File: src/hw/sensor_data_time_consts.vh
`ifndef SENSOR_DATA_TIME_CONSTS_VH
`define SENSOR_DATA_TIME_CONSTS_VH

// Register byte offsets
`define OFS_AUX_FOURTH_LOW   8'h10
`define OFS_AUX_FOURTH_HIGH  8'h11
`define OFS_ACCEL_X_LOW      8'h12
`define OFS_ACCEL_X_HIGH     8'h13
`define OFS_ACCEL_Y_LOW      8'h14
`define OFS_ACCEL_Y_HIGH     8'h15
`define OFS_ACCEL_Z_LOW      8'h16
`define OFS_ACCEL_Z_HIGH     8'h17
`define OFS_TIME_BYTE0       8'h18
`define OFS_TIME_BYTE1       8'h19
`define OFS_TIME_BYTE2       8'h1a

// Bank geometry
`define BANK_FIRST           8'h10
`define BANK_LAST            8'h1a
`define BANK_BYTES           11
`define BANK_IDX_W           4

// Field layout
`define SAMPLE_W             12
`define LOW_NIB_POS          4
`define RESERVED_NIB         4'h0
`define RESET_BYTE           8'h00
`define TIME_W               24

// Timing: time counter step and system clock period, in picoseconds
`define TIME_LSB_PS          27'h2540be4
`define CLK_PERIOD_PS        27'h61a8
`define TICK_ACC_W           27

`endif

File: src/hw/sensor_data_time_regs.v
// Behaviour
// - Offset 0x10 shows the fourth auxiliary channel bits 3..0 in bits 7..4, zeros below, reset 0.
// - Offset 0x11 shows fourth auxiliary channel bits 11..4, reset 0.
// - Offset 0x12 shows X acceleration bits 3..0 in bits 7..4, low nibble zero, reset 0.
// - Offset 0x13 shows X acceleration bits 11..4, reset 0.
// - Offset 0x14 shows Y acceleration bits 3..0 in bits 7..4, low nibble zero, reset 0.
// - Offset 0x15 shows Y acceleration bits 11..4, reset 0.
// - Offset 0x16 shows Z acceleration bits 3..0 in bits 7..4, low nibble zero, reset 0.
// - Offset 0x17 shows Z acceleration bits 11..4, reset 0.
// - Offset 0x18 shows time counter bits 7..0, one count per 39.0625 us, reset 0.
// - Offset 0x19 shows time counter bits 15..8, one step per 10 ms, reset 0.
// - Offset 0x1a shows time counter bits 23..16, one step per 2.56 s.
// - A host read of any accelerometer data byte clears the accelerometer ready flag.
// - A host read of any auxiliary data byte clears the auxiliary ready flag.
`timescale 1ns/1ps
`include "sensor_data_time_consts.vh"
module sensor_data_time_regs #(
	parameter SAMPLE_W = `SAMPLE_W,
	parameter TIME_W   = `TIME_W
) (
	// Clock, reset, enable
	input  wire                clk_sys,
	input  wire                rst_b,
	input  wire                clk_en,
	// Auxiliary sample input
	input  wire [SAMPLE_W-1:0] aux_fourth_sample,
	input  wire                aux_sample_valid,
	// Accelerometer sample input
	input  wire [SAMPLE_W-1:0] accel_x_sample,
	input  wire [SAMPLE_W-1:0] accel_y_sample,
	input  wire [SAMPLE_W-1:0] accel_z_sample,
	input  wire                accel_sample_valid,
	// Host register port
	input  wire                burst_active,
	input  wire [7:0]          reg_addr,
	input  wire                reg_rd,
	input  wire                reg_wr,
	input  wire [7:0]          reg_wdata,
	output reg  [7:0]          reg_rdata,
	output reg                 reg_rvalid,
	output reg                 reg_wack,
	// Status toward neighbouring logic
	output wire                accel_drdy,
	output wire                aux_drdy,
	output wire [TIME_W-1:0]   sensor_time
);

	localparam NBYTES = `BANK_BYTES;
	localparam IDX_W  = `BANK_IDX_W;
	localparam ACC_W  = `TICK_ACC_W;

	// Step of the time base, derived from the step time and the clock period
	localparam [ACC_W-1:0] TICK_LIMIT = `TIME_LSB_PS;
	localparam [ACC_W-1:0] TICK_STEP  = `CLK_PERIOD_PS;

	// Latched samples; lane 0 auxiliary, lanes 1 to 3 X, Y, Z
	localparam NCHAN = 4;
	wire [NCHAN*SAMPLE_W-1:0] chan_in;
	wire [NCHAN-1:0]          chan_stb;
	reg  [NCHAN*SAMPLE_W-1:0] chan_r;
	wire [SAMPLE_W-1:0]       aux_smp;
	wire [SAMPLE_W-1:0]       acc_x_smp;
	wire [SAMPLE_W-1:0]       acc_y_smp;
	wire [SAMPLE_W-1:0]       acc_z_smp;

	// Time base
	reg  [ACC_W-1:0]    tick_acc_r;
	reg  [ACC_W-1:0]    tick_acc_nxt;
	reg                 tick;
	reg  [TIME_W-1:0]   time_r;
	// Counter is built from byte lanes, so the width must be whole bytes
	localparam TIME_LANES = TIME_W / 8;
	wire [TIME_LANES-1:0] lane_cy;

	// Ready flags
	reg                 acc_drdy_r;
	reg                 acc_drdy_nxt;
	reg                 aux_drdy_r;
	reg                 aux_drdy_nxt;

	// Address decode
	wire                in_bank;
	wire [7:0]          addr_off;
	wire [IDX_W-1:0]    bank_idx;
	wire                rd_accel;
	wire                rd_aux;
	wire                bank_rd;

	// Bank contents
	wire [NBYTES*8-1:0] live_bytes;
	wire [7:0]          bank_rdata;
	reg                 rd_in_bank_r;

	assign addr_off = reg_addr - `BANK_FIRST;
	assign bank_idx = addr_off[IDX_W-1:0];
	assign in_bank  = (reg_addr >= `BANK_FIRST) && (reg_addr <= `BANK_LAST);
	assign bank_rd  = reg_rd && in_bank;

	assign rd_aux   = reg_rd && ((reg_addr == `OFS_AUX_FOURTH_LOW) ||
	                             (reg_addr == `OFS_AUX_FOURTH_HIGH));
	assign rd_accel = reg_rd && (reg_addr >= `OFS_ACCEL_X_LOW) &&
	                  (reg_addr <= `OFS_ACCEL_Z_HIGH);

	// Sample capture; a new sample lands only with its strobe.
	// Axes share one strobe so X, Y and Z always come from one sample
	assign chan_in  = {accel_z_sample, accel_y_sample, accel_x_sample, aux_fourth_sample};
	assign chan_stb = {{3{accel_sample_valid}}, aux_sample_valid};

	genvar c;
	generate
		for (c = 0; c < NCHAN; c = c + 1) begin : g_chan
			always @(posedge clk_sys) begin
				if (!rst_b) begin
					chan_r[c*SAMPLE_W +: SAMPLE_W] <= {SAMPLE_W{1'b0}};
				end else if (clk_en && chan_stb[c]) begin
					chan_r[c*SAMPLE_W +: SAMPLE_W] <= chan_in[c*SAMPLE_W +: SAMPLE_W];
				end
			end
		end
	endgenerate

	assign aux_smp   = chan_r[0*SAMPLE_W +: SAMPLE_W];
	assign acc_x_smp = chan_r[1*SAMPLE_W +: SAMPLE_W];
	assign acc_y_smp = chan_r[2*SAMPLE_W +: SAMPLE_W];
	assign acc_z_smp = chan_r[3*SAMPLE_W +: SAMPLE_W];

	// Fractional accumulator: the step is 1562.5 clocks, so a plain
	// divider would drift; adding the period in picoseconds stays exact
	always @* begin
		tick_acc_nxt = tick_acc_r + TICK_STEP;
		tick         = 1'b0;
		if (tick_acc_nxt >= TICK_LIMIT) begin
			tick_acc_nxt = tick_acc_nxt - TICK_LIMIT;
			tick         = 1'b1;
		end
	end

	always @(posedge clk_sys) begin
		if (!rst_b) begin
			tick_acc_r <= {ACC_W{1'b0}};
		end else if (clk_en) begin
			tick_acc_r <= tick_acc_nxt;
		end
	end

	// Time counter in byte lanes; a lane steps on a tick when every lower bit is one.
	// Wraps silently after the top lane
	assign lane_cy[0] = tick;

	genvar b;
	generate
		for (b = 0; b < TIME_LANES; b = b + 1) begin : g_time_lane
			if (b < TIME_LANES - 1) begin : g_carry
				assign lane_cy[b+1] = lane_cy[b] && (&time_r[b*8 +: 8]);
			end
			always @(posedge clk_sys) begin
				if (!rst_b) begin
					time_r[b*8 +: 8] <= 8'h00;
				end else if (clk_en && lane_cy[b]) begin
					time_r[b*8 +: 8] <= time_r[b*8 +: 8] + 8'h01;
				end
			end
		end
	endgenerate

	assign sensor_time = time_r;

	// Ready flags: a new sample in the clearing cycle wins over the clear
	always @* begin
		acc_drdy_nxt = acc_drdy_r;
		if (rd_accel) begin
			acc_drdy_nxt = 1'b0;
		end
		if (accel_sample_valid) begin
			acc_drdy_nxt = 1'b1;
		end
	end

	always @* begin
		aux_drdy_nxt = aux_drdy_r;
		if (rd_aux) begin
			aux_drdy_nxt = 1'b0;
		end
		if (aux_sample_valid) begin
			aux_drdy_nxt = 1'b1;
		end
	end

	always @(posedge clk_sys) begin
		if (!rst_b) begin
			acc_drdy_r <= 1'b0;
			aux_drdy_r <= 1'b0;
		end else if (clk_en) begin
			acc_drdy_r <= acc_drdy_nxt;
			aux_drdy_r <= aux_drdy_nxt;
		end
	end

	assign accel_drdy = acc_drdy_r;
	assign aux_drdy   = aux_drdy_r;

	// Live byte image, entry i at offset 0x10 plus i
	assign live_bytes[0*8 +: 8]  = {aux_smp[3:0], `RESERVED_NIB};
	assign live_bytes[1*8 +: 8]  = aux_smp[11:4];
	assign live_bytes[2*8 +: 8]  = {acc_x_smp[3:0], `RESERVED_NIB};
	assign live_bytes[3*8 +: 8]  = acc_x_smp[11:4];
	assign live_bytes[4*8 +: 8]  = {acc_y_smp[3:0], `RESERVED_NIB};
	assign live_bytes[5*8 +: 8]  = acc_y_smp[11:4];
	assign live_bytes[6*8 +: 8]  = {acc_z_smp[3:0], `RESERVED_NIB};
	assign live_bytes[7*8 +: 8]  = acc_z_smp[11:4];
	assign live_bytes[8*8 +: 8]  = time_r[7:0];
	assign live_bytes[9*8 +: 8]  = time_r[15:8];
	assign live_bytes[10*8 +: 8] = time_r[23:16];

	// Shadow copy; held for the whole burst so high and low bytes match
	snapshot_bank #(
		.NBYTES (NBYTES),
		.IDX_W  (IDX_W)
	) u_snapshot (
		.clk_sys    (clk_sys),
		.rst_b      (rst_b),
		.clk_en     (clk_en),
		.live_bytes (live_bytes),
		.hold       (burst_active),
		.rd_en      (bank_rd),
		.rd_idx     (bank_idx),
		.rd_data    (bank_rdata)
	);

	// Read answer one cycle after the strobe
	always @(posedge clk_sys) begin
		if (!rst_b) begin
			rd_in_bank_r <= 1'b0;
			reg_rvalid   <= 1'b0;
		end else if (clk_en) begin
			rd_in_bank_r <= bank_rd;
			reg_rvalid   <= reg_rd;
		end
	end

	// Addresses outside the bank read zero
	always @* begin
		reg_rdata = `RESET_BYTE;
		if (rd_in_bank_r) begin
			reg_rdata = bank_rdata;
		end
	end

	// Writes are acknowledged but touch no state; data is discarded
	always @(posedge clk_sys) begin
		if (!rst_b) begin
			reg_wack <= 1'b0;
		end else if (clk_en) begin
			reg_wack <= reg_wr && (reg_wdata == reg_wdata);
		end
	end

endmodule

File: src/hw/snapshot_bank.v
`timescale 1ns/1ps
module snapshot_bank #(
	parameter NBYTES = 11,
	parameter IDX_W  = 4
) (
	// Clock and control
	input  wire                clk_sys,
	input  wire                rst_b,
	input  wire                clk_en,
	// Live contents and freeze
	input  wire [NBYTES*8-1:0] live_bytes,
	input  wire                hold,
	// Read port
	input  wire                rd_en,
	input  wire [IDX_W-1:0]    rd_idx,
	output reg  [7:0]          rd_data
);

	reg  [NBYTES*8-1:0] shadow_r;
	wire [NBYTES*8-1:0] shadow_nxt;

	genvar g;
	generate
		for (g = 0; g < NBYTES; g = g + 1) begin : g_entry
			// Track live bytes until a burst holds them
			assign shadow_nxt[g*8 +: 8] = hold ? shadow_r[g*8 +: 8] : live_bytes[g*8 +: 8];
			always @(posedge clk_sys) begin
				if (!rst_b) begin
					shadow_r[g*8 +: 8] <= 8'h00;
				end else if (clk_en) begin
					shadow_r[g*8 +: 8] <= shadow_nxt[g*8 +: 8];
				end
			end
		end
	endgenerate

	// Out-of-range index reads zero rather than a stale entry
	always @(posedge clk_sys) begin
		if (!rst_b) begin
			rd_data <= 8'h00;
		end else if (clk_en && rd_en) begin
			if (rd_idx < NBYTES) begin
				rd_data <= shadow_r[rd_idx*8 +: 8];
			end else begin
				rd_data <= 8'h00;
			end
		end
	end

endmodule
File: config.mk
export PLATFORM = sky130hd
export DESIGN_NAME = sensor_data_time_regs
export DESIGN_NICKNAME = d
export VERILOG_FILES = /design/src/hw/sensor_data_time_regs.v /design/src/hw/snapshot_bank.v
export VERILOG_INCLUDE_DIRS = /design/src /design/src/hw
export SDC_FILE = /design/constraint.sdc
export NUM_CORES = 1
export LEC_CHECK = 0
export BUFFER_PORTS_ARGS = -buffer_cell sky130_fd_sc_hd__buf_2
export CAP_MARGIN = 20
export CORE_MARGIN = 5
export CORE_UTILIZATION = 25
export CTS_CLUSTER_SIZE = 24
export DETAILED_ROUTE_END_ITERATION = 8
export PLACE_DENSITY = 0.51
export SYNTH_ARGS = -nofsm -noshare
export SYNTH_HDL_FRONTEND = slang
export SYNTH_HIERARCHICAL = 1
export SYNTH_SLANG_ARGS = --single-unit
File: constraint.sdc
create_clock -name clk_sys -period 5.3 [get_ports clk_sys]
set_input_delay 0.53 -clock clk_sys [delete_from_list [all_inputs] [get_ports clk_sys]]
set_output_delay 0.53 -clock clk_sys [all_outputs]
set_load 0.01 [all_outputs]
==> parameters.txt <==
Parameter                              Value

Global routing
  Grt total ovfl    0
  Pin count of the biggest net entering global routing    just over 100
  Number of antenna violations at the first check in global routing    0
  GRT Total Usage    about an eighth
  First-pass GRT wire length    roughly 44000 µm
  Vias in the first global route    between 8000 and 9000

Die
  Die Span Y    about 210 µm
  Core Rows    72
  Core Region    just under 40000 µm²
  Starting utilization of the core area    between 20 and 30%
  Die extent in x    208 µm
  I/O pin count    108
  Floorplan die area    about 43000 µm²

Synthesis
  Xor and xnor fraction of the mapped netlist area    around 2.5%
  Post-synthesis adder-cell area fraction    less than 1%
  Number of enable-type register cells in the synthesized netlist    0
  Number of unique standard cell types used by synthesis    80
  Seq/Total Area, Yosys    about two fifths
  Post-Synthesis Cell Area    between 9000 and 10000 µm²
  Number of warnings reported in the yosys synthesis log    6
  Portion of netlist area occupied by mux cells    under 10%
  Synthesized flop and latch total    slightly below 200
  Number of standard cells after synthesis    about 1200
  Mean instance size in the synthesized netlist    roughly 8.3 µm²
  Compound-cell area share of the yosys netlist    20.4%
  Top_reg_cell synth    dfxtp_1
  Share of flip-flops with an asynchronous set or reset    0%
  Simple-gate share of the synthesized area    about a quarter
  Combinational family with the most area after synthesis    simple AND/OR/NAND/NOR gates

Critical path
  Reg2Reg Capture Point    sensor_time[13]
  Worst Setup Start Kind    register
  Worst Path Max Fanout    17
  Critical path class    reg2reg
  Path depth of the worst reg2reg path    11
  Startpoint of the lowest-slack register-to-register path    tick_acc_r[3]
  CP Capture Type    register
  Required arrival time at the worst endpoint    between 5 and 6 ns
  Setup slack of the most critical reg-to-reg path    1.19 ns
  CP Data Arrival Time    between 4 and 5 ns
  CP endpoint    sensor_time[13]
  Crit. Startpoint    tick_acc_r[3]

CTS
  Later-pin clock latency in the skew report    approximately 0.46 ns
  Post-CTS setup buffers    0
  Post-cts hold buffer count    0
  Number of gates resized after cts    0
  Number of clock buffers inserted by TritonCTS    17
  Worst-case clock buffer depth    2
  TritonCTS clock tree    built
  Root buffer cell    clkbuf_16
  Clock-pin slew on the worst setup and hold paths    roughly 0.08 ns
  Clock Sinks    around 200
  Htree depth    4

Power
  Leakage power summed over all cells    around 4.2 nW
  Peak supply drop    0.198 mV
  Power per cell area    approximately 290 nW/µm²

Layout
  NumNets Final    approximately 1300
  Synthesis-to-layout area growth    15.8%
  Fraction of layout cells with a size suffix above 1    about an eighth
  Antenna Diode Count    0

Timing
  Headroom to the max-slew limit    ~29%
  Pins Over Slew Limit    0
  Hold Violations, Final    0
  Final critical path time including I/O delays and setup    slightly above 4 ns
  Worst-margin pin slew    between 1 and 1.5 ns
  Hold slack    0.307 ns
  Clock skew    between 0.015 and 0.02 ns
  Share of the clock period used by the worst path    about 78%
  Unrepaired setup endpoints after global routing    false
  Total negative slack for setup checks    0 ns
  Maximum clock frequency    243 MHz
  Final setup violating endpoints    0

Worst hold path
  Min-Delay Path Class    in2reg
  Count of cells along the worst hold path    3

Drt
  Initial DRT Pass Iterations    6
  Violation count after the first detailed-routing iteration    between 500 and 600
  Via total after detailed routing    8490
  Post-Route WL    about 28000 µm
  DRC viols    0
  Remaining antenna violation count    0
  Post-DR wirelength/cell    15.7 µm
  Vias/cell    about 4.8

Place
  IO buf count    99
  HPWL Detailed    19300 µm
  Last weighted congestion value of the routability-driven placer    slightly above 0.8

Job
  Number of maximum-capacitance constraint violations    0

Status
  Result of the run    completed
where the power goes:
| group | total, mW | internal [mW] | switching (mW) |
|---|---|---|---|
| clock | 1.37 | 0.695 | 0.676 |
| sequential | 1.57 | 1.53 | 0.0430 |
| combinational | 0.310 | 0.114 | 0.196 |
| total | 3.25 | 2.34 | 0.914 |
state kept, by name, indices dropped and copies added, names as in the netlist:
name / count
acc_x_smp: 12
acc_y_smp: 12
acc_z_smp: 12
accel_drdy: 1
aux_drdy: 1
aux_smp: 12
rd_in_bank_r: 1
reg_rvalid: 1
reg_wack: 1
sensor_time: 24
tick_acc_r: 25
u_snapshot/rd_data: 8
u_snapshot/shadow_r: 88
placed cells by master, fill, tap and decap left out, types with 4 or more instances in the layout:
cell	n
a21boi_0	94
a21o_1	9
a21oi_1	83
a22o_1	9
a31oi_1	7
and2_1	19
and3_1	15
buf_2	99
buf_4	12
clkbuf_16	17
clkinv_8	4
conb_1	16
dfxtp_1	198
ha_1	7
inv_1	9
inv_8	5
mux2i_1	37
mux4_1	13
nand2_1	326
nand2b_1	13
nand3_1	25
nand4_1	11
nor2_1	39
nor3_1	9
o211ai_1	6
o21a_1	4
o21ai_0	33
o221ai_1	9
o31ai_1	5
or3_1	16
xnor2_1	13
xor2_1	15
cells by family (layout without fill, tap and decap cells):
family / Yosys count / after routing
AND/OR/NAND/NOR: 506 / 506
AO/OA/AOI/OAI: 297 / 297
flip-flops: 198 / 198
buffers and inverters: 96 / 154
multiplexers: 55 / 55
XOR/XNOR: 28 / 28
adder cells (fa/ha/maj): 7 / 7
other: 1 / 16
critical path, stage by stage (launching register included):
cell	delay [ns]
dfxtp_1	0.52
ha_1	0.50
o21ai_1	0.26
a22oi_1	0.33
buf_4	0.23
and3_1	0.23
xor2_1	0.33
a311oi_2	0.12
o211ai_4	0.62
nand4_4	0.21
or4_1	0.52
a21oi_1	0.16
worst min-delay path by stage:
stage / slack (ns) / start / end
floorplan: 0.44 / acc_x_smp[0] / acc_x_smp[0]
global placement: 0.45 / aux_smp[1] / aux_smp[1]
detailed placement: 0.45 / acc_x_smp[10] / acc_x_smp[10]
CTS: 0.28 / accel_x_sample[0] / acc_x_smp[0]
global route: 0.29 / accel_x_sample[1] / acc_x_smp[1]
finish: 0.31 / accel_x_sample[1] / acc_x_smp[1]
cell type report:
class                           count  area, µm²
Clock buffer                       18        439
Clock inverter                     14        184
Fill cell                        4170      27400
Inverter                           10       37.5
Multi-Input combinational cell    909       5520
Sequential cell                   198       3960
Tap cell                          518        648
Timing Repair Buffer              112        606
layer usage:
metal	wire length (µm)	share of wire, %	vias to the layer above	track usage (%)
li1	-	-	4254	-
met4	350	1.3	0	3.60
met5	0	0	-	0
met3	968	3.5	28	2.23
met1	13700	49	4052	17.2
met2	12900	46	156	20.5
through the flow:
stage                     std cells  power [mW]  worst slack [ns]  instance area [µm²]  utilization [%]
after floorplan                1203        1.81              2.35                 9890                -
after global placement         1745        1.91              1.34                10700             27.7
after detailed placement       1747        1.92              1.25                10800             27.7
after CTS                      1779        3.29              1.23                11400             29.4
after global routing           1779        3.39             0.933                11400             29.4
final                          1779        3.25              1.19                11400             29.4
synth_stat cells (7+ instances only):
library cell | n | area share [%]
dfxtp_1 | 198 | 40
and3_1 | 15 | 0.95
o221ai_1 | 9 | 0.80
nand2b_1 | 14 | 0.89
mux4_1 | 13 | 3.5
a21o_1 | 9 | 0.69
nand2_1 | 326 | 12
buf_2 | 21 | 1.1
nor2_1 | 39 | 1.5
mux2i_1 | 37 | 3.8
clkbuf_1 | 54 | 2.1
nand4_1 | 11 | 0.70
and2_1 | 19 | 1.2
nor3_1 | 9 | 0.46
inv_1 | 10 | 0.38
a21oi_1 | 83 | 4.2
xor2_1 | 15 | 1.3
ha_1 | 7 | 0.89
xnor2_1 | 13 | 1.2
nand3_1 | 25 | 1.3
a31oi_1 | 7 | 0.45
o21ai_0 | 33 | 1.7
a22o_1 | 9 | 0.80
a21boi_0 | 94 | 7.2
or3_1 | 16 | 1.0
Note: power is estimated with default switching activity, not from simulation.
